[config.mk]
export PLATFORM = sky130hd
export DESIGN_NAME = watchdog_timer_subsystem
export DESIGN_NICKNAME = d
export VERILOG_FILES = /design/src/hw/wdt_pkg.sv /design/src/hw/watchdog_timer_subsystem.sv
export SDC_FILE = /design/constraint.sdc
export NUM_CORES = 1
export LEC_CHECK = 0
export BUFFER_PORTS_ARGS = -buffer_cell sky130_fd_sc_hd__clkbuf_2
export CORE_UTILIZATION = 50
export DETAILED_ROUTE_END_ITERATION = 8
export GPL_TIMING_DRIVEN = 0
export HOLD_SLACK_MARGIN = 0.08
export PLACE_DENSITY = 0.75
export SYNTH_ARGS = -nofsm -noshare
export SYNTH_HDL_FRONTEND = slang
export SYNTH_SLANG_ARGS = --single-unit
[constraint.sdc]
create_clock -name pclk -period 10 [get_ports pclk]
set_clock_uncertainty 0.1 [all_clocks]
set_input_delay 0.5 -clock pclk [delete_from_list [all_inputs] [get_ports pclk]]
set_output_delay 0.5 -clock pclk [all_outputs]
set_load 0.05 [all_outputs]
[src/hw/wdt_pkg.sv]
// package: watchdog register map, field layout, reset values and timing constants
package wdt_pkg;
  // byte offsets on the register bus
  localparam logic [7:0] CONTROL_OFFSET = 8'hC4;
  localparam logic [7:0] AUTOLOAD_OFFSET = 8'hC8;
  localparam logic [7:0] FEED_FIRST_OFFSET = 8'hCC;
  localparam logic [7:0] FEED_SECOND_OFFSET = 8'hD0;
  localparam logic [7:0] POWER_CONTROL_OFFSET = 8'hD4;
  localparam logic [7:0] STATUS_OFFSET = 8'hD8;
  // control field positions
  localparam int MODE_BIT = 0;
  localparam int RUN_BIT = 1;
  localparam int PD_DISABLE_BIT = 2;
  localparam int OSC_FAIL_BIT = 3;
  localparam int LOW_VOLT_BIT = 4;
  localparam int TAP_LSB = 5;
  // power control: time-out flag position
  localparam int TIMEOUT_FLAG_BIT = 4;
  // reset values and feed keys
  localparam logic [7:0] CONTROL_RESET = 8'hFB;
  localparam logic [7:0] AUTOLOAD_RESET = 8'h00;
  localparam logic [7:0] FEED_FIRST_KEY = 8'hA5;
  localparam logic [7:0] FEED_SECOND_KEY = 8'h5A;
  // prescaler geometry and mask defaults
  localparam int PRESCALE_STAGES = 13;
  localparam int FIRST_TAP_STAGE = 6;
  localparam logic [7:0] MASK_CONTROL_DEFAULT = 8'hFB;
  localparam logic [7:0] MASK_AUTOLOAD_DEFAULT = 8'h00;

  typedef struct packed {
    logic [2:0] tap;
    logic low_volt_reset_en;
    logic osc_fail_reset_en;
    logic power_down_disable;
    logic run;
    logic mode_watchdog;
  } control_t;
endpackage

[src/hw/watchdog_timer_subsystem.sv]
// watchdog timer subsystem with apb register access
// What this block does
// - settings from registers, or mask when pin high
// - mask timer mode still uses software load/taps
// - run bit: timer mode only, no feed needed
// - reset: watchdog mode, running, load zero, autoload
// - feeds accepted in timer mode too
// - underflow at reset still sets flag
// - watchdog underflow: autoload, flag, system reset
// - flag never cleared by hardware
// - timer underflow: autoload and flag only
// - mask mode bit read-only, run per mode
// - divide by two, 13 stages, taps 6-13
// - 8-bit down counter on tap overflow
// - decrement at zero underflows; autoload clears prescaler
// - time-out scales with tap and load plus one
// - mask part: control bits other than run read-only mask values; taps from software in timer mode
// - shadow copied to active on valid feed
// - reset gives watchdog mode, longest tap
// - no interrupt request ever
// - control other than run bit effective only through feed
// - taps bits 7-5, run bit 1, mode bit 0
// - bit 4 low-volt, bit 3 osc-fail, bit 2 power-down
// - feed is A5 then 5A; wrong second underflows
`timescale 1ns/1ps
`default_nettype none
module watchdog_timer_subsystem #(
  parameter logic [7:0] MASK_CONTROL = wdt_pkg::MASK_CONTROL_DEFAULT,
  parameter logic [7:0] MASK_AUTOLOAD = wdt_pkg::MASK_AUTOLOAD_DEFAULT,
  parameter bit MASK_ROM_PART = 1'b0
) (
  // clock and reset
  input wire logic pclk,
  input wire logic presetn,
  // apb slave
  input wire logic psel,
  input wire logic penable,
  input wire logic pwrite,
  input wire logic [7:0] paddr,
  input wire logic [31:0] pwdata,
  output logic [31:0] prdata,
  output logic pready,
  output logic pslverr,
  // device pins and system
  input wire logic external_access_pin,
  input wire logic osc_tick,
  output logic system_reset_request,
  output logic low_voltage_reset_enable,
  output logic osc_fail_reset_enable,
  output logic power_down_disable
);
  localparam int PRESCALE_W = wdt_pkg::PRESCALE_STAGES;
  wdt_pkg::control_t user_control;
  wdt_pkg::control_t active_control;
  wdt_pkg::control_t mask_control;
  wdt_pkg::control_t eff_control;
  logic [7:0] autoload_value_register;
  logic [7:0] eff_autoload;
  logic [7:0] main_count;
  logic [PRESCALE_W-1:0] prescaler;
  logic [PRESCALE_W-1:0] next_prescaler;
  logic divide_phase;
  logic feed_armed;
  logic timeout_flag;
  logic use_mask;
  logic wr;
  logic feed_ok;
  logic feed_bad;
  logic tap_overflow;
  logic counting;
  logic underflow;
  logic [7:0] ctrl_read;

  assign mask_control = wdt_pkg::control_t'(MASK_CONTROL);
  assign use_mask = MASK_ROM_PART && external_access_pin;
  assign wr = psel && penable && pwrite;
  assign pready = 1'b1;
  assign pslverr = 1'b0;

  // effective settings: mask part keeps software taps/load in timer mode
  always_comb begin
    eff_control = active_control;
    eff_autoload = autoload_value_register;
    if (use_mask) begin
      eff_control = mask_control;
      eff_control.run = active_control.run;
      if (!mask_control.mode_watchdog) begin
        eff_control.tap = active_control.tap;
      end else begin
        eff_autoload = MASK_AUTOLOAD;
      end
    end
  end

  assign low_voltage_reset_enable = eff_control.low_volt_reset_en;
  assign osc_fail_reset_enable = eff_control.osc_fail_reset_en;
  assign power_down_disable = eff_control.power_down_disable;

  assign feed_ok = wr && feed_armed && paddr == wdt_pkg::FEED_SECOND_OFFSET
                   && pwdata[7:0] == wdt_pkg::FEED_SECOND_KEY;
  // any other access after a good first write breaks the pair
  assign feed_bad = feed_armed && psel && penable && !feed_ok;

  // run bit only gates counting in timer mode
  assign counting = !eff_control.mode_watchdog ? eff_control.run : 1'b1;

  // divide by two then 13-stage counter; tap overflow is the carry out of that stage
  always_comb begin
    next_prescaler = prescaler + PRESCALE_W'(1);
  end
  assign tap_overflow = osc_tick && divide_phase && counting &&
    (&prescaler[wdt_pkg::FIRST_TAP_STAGE - 1 + 32'(eff_control.tap) -: 1] ) &&
    (&(prescaler | ~(PRESCALE_W'((32'd1 << (wdt_pkg::FIRST_TAP_STAGE
      + 32'(eff_control.tap))) - 32'd1))));
  assign underflow = (tap_overflow && main_count == 8'h00) || feed_bad;

  always_ff @(posedge pclk or negedge presetn) begin
    if (!presetn) begin
      divide_phase <= 1'b0;
      prescaler <= '0;
    end else if (underflow || feed_ok) begin
      divide_phase <= 1'b0;
      prescaler <= '0;
    end else if (osc_tick && counting) begin
      divide_phase <= ~divide_phase;
      if (divide_phase) begin
        prescaler <= next_prescaler;
      end
    end
  end

  // main counter; reset performs an autoload of zero
  always_ff @(posedge pclk or negedge presetn) begin
    if (!presetn) begin
      main_count <= wdt_pkg::AUTOLOAD_RESET;
    end else if (underflow || feed_ok) begin
      main_count <= eff_autoload;
    end else if (tap_overflow) begin
      main_count <= main_count - 8'h01;
    end
  end

  // system reset pulse only in watchdog mode; never an interrupt
  always_ff @(posedge pclk or negedge presetn) begin
    if (!presetn) begin
      system_reset_request <= 1'b0;
    end else begin
      system_reset_request <= underflow && eff_control.mode_watchdog;
    end
  end

  // flag survives reset: held in a flop with no reset, cleared by software only
  always_ff @(posedge pclk) begin
    if (underflow) begin
      timeout_flag <= 1'b1;
    end else if (wr && paddr == wdt_pkg::POWER_CONTROL_OFFSET
                 && !pwdata[wdt_pkg::TIMEOUT_FLAG_BIT]) begin
      timeout_flag <= 1'b0;
    end
  end

  always_ff @(posedge pclk or negedge presetn) begin
    if (!presetn) begin
      feed_armed <= 1'b0;
    end else if (psel && penable) begin
      feed_armed <= wr && paddr == wdt_pkg::FEED_FIRST_OFFSET
                    && pwdata[7:0] == wdt_pkg::FEED_FIRST_KEY;
    end
  end

  // user copy of control and autoload value
  always_ff @(posedge pclk or negedge presetn) begin
    if (!presetn) begin
      user_control <= wdt_pkg::control_t'(wdt_pkg::CONTROL_RESET);
      autoload_value_register <= wdt_pkg::AUTOLOAD_RESET;
    end else if (wr && paddr == wdt_pkg::CONTROL_OFFSET) begin
      user_control <= wdt_pkg::control_t'(pwdata[7:0]);
    end else if (wr && paddr == wdt_pkg::AUTOLOAD_OFFSET) begin
      autoload_value_register <= pwdata[7:0];
    end
  end

  // active copy: all but run move only on a feed; run changes at once unless the mask part is in watchdog mode
  always_ff @(posedge pclk or negedge presetn) begin
    if (!presetn) begin
      active_control <= wdt_pkg::control_t'(wdt_pkg::CONTROL_RESET);
    end else begin
      if (feed_ok) begin
        active_control <= user_control;
      end
      if (wr && paddr == wdt_pkg::CONTROL_OFFSET
          && !(use_mask && mask_control.mode_watchdog)) begin
        active_control.run <= pwdata[wdt_pkg::RUN_BIT];
      end
    end
  end

  always_comb begin
    ctrl_read = use_mask ? eff_control : user_control;
    ctrl_read[wdt_pkg::RUN_BIT] = eff_control.run;
  end

  always_ff @(posedge pclk or negedge presetn) begin
    if (!presetn) begin
      prdata <= 32'h00000000;
    end else if (psel && !penable && !pwrite) begin
      unique case (paddr)
        wdt_pkg::CONTROL_OFFSET: prdata <= {24'h000000, ctrl_read};
        wdt_pkg::AUTOLOAD_OFFSET: prdata <= {24'h000000, autoload_value_register};
        wdt_pkg::POWER_CONTROL_OFFSET: prdata <= 32'(timeout_flag) << wdt_pkg::TIMEOUT_FLAG_BIT;
        wdt_pkg::STATUS_OFFSET: prdata <= {24'h000000, main_count};
        default: prdata <= 32'h00000000;
      endcase
    end
  end
endmodule
`default_nettype wire

==> impl_results.md <==
* Status: completed
* Synth async-reset ratio at 98.2%
* Global-route wire length before repair at 13.6 mm
* Power per cell area at 120 mW/mm²
* Die area at 0.00749 mm²
* Post-route clock period utilization at 42.7%
* Vias in the first global route at 2852
* YS warnings at 0
* DR WL/cell at 15.8 µm
* I/O Pins at 85
* Placed Area at approximately 0.004 mm²
* CP max FO at 10
* Core area at 0.00683 mm²
* Number of synthesized flops with an enable pin at 0
* Placed Cells incl. Taps at between 500 and 600
* Clk pin slew, worst setup/hold paths at 0.07 ns
* RD Place Congestion at 0.875
* Max-slew violations at 0
* Relative slew slack at 54.5%
* Nets at between 400 and 500
* Largest net degree at the start of global routing at 32
* Hold_buf cts at 0
* CP startpoint kind: flip-flop
* CP required at 10.18 ns
* Synth cell types at 70
* H-tree Lvls at 3
* Endpoints failing hold at 0
* WS Path Type: reg -> reg
* MaxCap Viol Count at 0
* Ranking of synthesized cells by area: dfrtp_1 29%, dfstp_2 10%, mux2_2 7.9%
* CTS Buffer Depth at 2
* Final HPWL DP at between 5 and 6 mm
* Post-layout min period at 4.27 ns
* Chip Width at 86.5 µm
* Layout cells sized above 1 at 36.6%
* Flops & latches, synth at 57
* Final Util at 61.0%
* Post-Syn Area per Cell at around 10 µm²
* Setup TNS Final at 0 ns
* CTS tree: built
* Sequential fraction of the synthesis area at around 40%
* Tot Pwr at roughly 500 µW
* Gr usage total at 23.7%
* DRT Pass-1 Iters at 8
* Antenna Nets Post-Route at 0
* Non-Filler Instances at 519
* Mapped Area at 0.00357 mm²
* First-iteration detailed-routing DRC count at about 170
* Cells after synthesis at 349
* CP Capture Type: flip-flop
* Num CTS Buffers at 9
* CTS sink count at 57
* DRC errors left at 0
* Die Ht at 86.5 µm
* # Post-CTS Setup Buffers at 0
* Hold WC Path Type: in -> async
* Predominant post-synthesis flop cell: dfrtp_1
* VDD IR-drop max at 66.5 µV
* WP data arrival at roughly 4.4 ns
* Maximum clock rate at 0.234 GHz
* Finished Cell Area at ~0.0042 mm²
* Resize count post-CTS at 0
* Finish-stage setup viols at 0
* Antenna fix cells at 0
* Initial Utilization at a little over half
* Antenna violations before repair at 0
* Number of cell rows at 30
* RSZ-0062 raised after global routing: no
* Actual slew at the worst max-slew pin at 0.683 ns
* Cell taking the most area after synthesis: dfrtp_1
* IO buf count at 33
* Post-synth top area share at 29.4%
* Via Count at 2892
* Grt ovf at 0
* Area delta synth->final at 16.5%
* Root Driver: clkbuf_8
* LEAKAGE at between 0.0015 and 0.002 µW
* Post-Route WL at roughly 8.2 mm
* Vias per cell at 5.57
* Clk_lat worst skew at 0.34 ns
-- cell usage in the layout, fill, tap and decap left out, types with 3 or more instances in the layout --
cell type / Yosys / final
mux2_2: 25 / 25
nor4bb_1: 3 / 3
or3_1: 4 / 4
nor3b_1: 4 / 4
o21ai_0: 19 / 19
a222oi_1: 7 / 7
ha_1: 7 / 7
clkbuf_8: 2 / 12
nand4_1: 5 / 5
and3_1: 4 / 4
clkbuf_1: 7 / 7
dfstp_2: 14 / 14
nand2_1: 34 / 34
clkbuf_2: 0 / 33
nand2b_1: 5 / 5
nor4_1: 3 / 3
clkinv_2: 0 / 4
dfrtp_1: 42 / 42
o211ai_1: 3 / 3
conb_1: 2 / 26
xnor2_1: 14 / 14
inv_1: 7 / 7
and2_1: 3 / 3
nor3_1: 8 / 8
nor2_1: 13 / 13
and2_4: 10 / 10
buf_6: 3 / 3
nand3_1: 8 / 8
buf_4: 29 / 29
a21oi_1: 7 / 7
-- critical path, stage by stage, from the launching register on --
cell and delay, ns:
dfstp_2 0.62, clkbuf_8 0.19, inv_1 0.10, ha_1 0.38, buf_4 0.20, nand4b_1 0.15, ha_1 0.24, buf_6 0.13
or3b_2 0.45, a2111oi_0 0.57, a2111o_1 0.24, nor4_4 0.10, a21oi_2 0.38, buf_6 0.20, and2_4 0.14
-- metrics by stage --
step | setup WS [ns] | hold slack, ns
after CTS | 5.83 | 0.121
after floorplan | 6.43 | 0.104
after global routing | 5.56 | 0.170
after global placement | 5.96 | 0.370
after detailed placement | 5.97 | 0.373
final | 5.73 | 0.0925
-- synth_stat cells (4+ instances only) --
library cell / instances
dfrtp_1: 42
nand2_1: 34
buf_4: 29
mux2_2: 25
o21ai_0: 19
dfstp_2: 14
xnor2_1: 14
nor2_1: 13
and2_4: 10
nand3_1: 8
nor3_1: 8
a21oi_1: 7
a222oi_1: 7
clkbuf_1: 7
ha_1: 7
inv_1: 7
nand2b_1: 5
nand4_1: 5
and3_1: 4
nor3b_1: 4
or3_1: 4
-- power by group --
| part | switching [µW] | internal [µW] | total (µW) |
|---|---|---|---|
| combinational | 34.1 | 15.4 | 49.4 |
| clock | 95.5 | 120 | 215 |
| sequential | 2.08 | 233 | 235 |
| total | 132 | 368 | 500 |
-- flip-flops by register name, indices dropped and copies added (netlist names) --
| name | count |
|---|---|
| prdata | 8 |
| prescaler | 13 |
| user_control | 1 |
| active_control | 5 |
| main_count | 8 |
| system_reset_request | 1 |
| autoload_value_register | 8 |
| osc_fail_reset_enable | 1 |
| low_voltage_reset_enable | 1 |
| timeout_flag | 1 |
| power_down_disable | 1 |
| feed_armed | 1 |
| ctrl_read | 7 |
| divide_phase | 1 |
-- per-layer routing --
layer	track usage, %	share of wire (%)	vias to the layer above
met3	3.90	4.8	21
met5	0	0	-
li1	-	-	1359
met1	30.3	43	1405
met2	39.4	49	107
met4	11.4	2.9	0
-- area by class of cell --
class | count | area (µm²)
tap | 96 | 120
buffer | 43 | 313
sequential | 57 | 1440
clock buffer | 10 | 138
inverter | 7 | 26.3
clock inverter | 6 | 57.6
timing repair buffer | 34 | 185
fill | 596 | 2670
multi-input combinational | 266 | 1890
-- path summary, 6_finish.rpt --
check,endpoint,slack (ns),start,cells after the start
setup / recovery,prescaler[8],5.73,active_control[6],14
setup reg to reg,prescaler[8],5.73,active_control[6],14
hold / removal,main_count[5],0.09,presetn,1
min in group pclk,autoload_value_register[3],0.36,pwdata[3],2
max in group asynchronous,active_control[6],9.03,presetn,2
hold reg to reg,prdata[7],0.38,prdata[7],2
-- logic make-up (layout without fill, tap and decap cells) --
logic type      after synthesis  after routing  share of synthesized area, %
buf+inv                      50            100                          9.49
mux                          28             28                          9.14
xor+xnor                     16             16                          3.92
other cells                   2             26                         0.210
fa+ha+maj                     7              7                          2.45
flops                        57             57                          40.3
compound gates               67             67                          14.4
simple gates                122            122                          20.2
(Power assumes the default switching activity.)
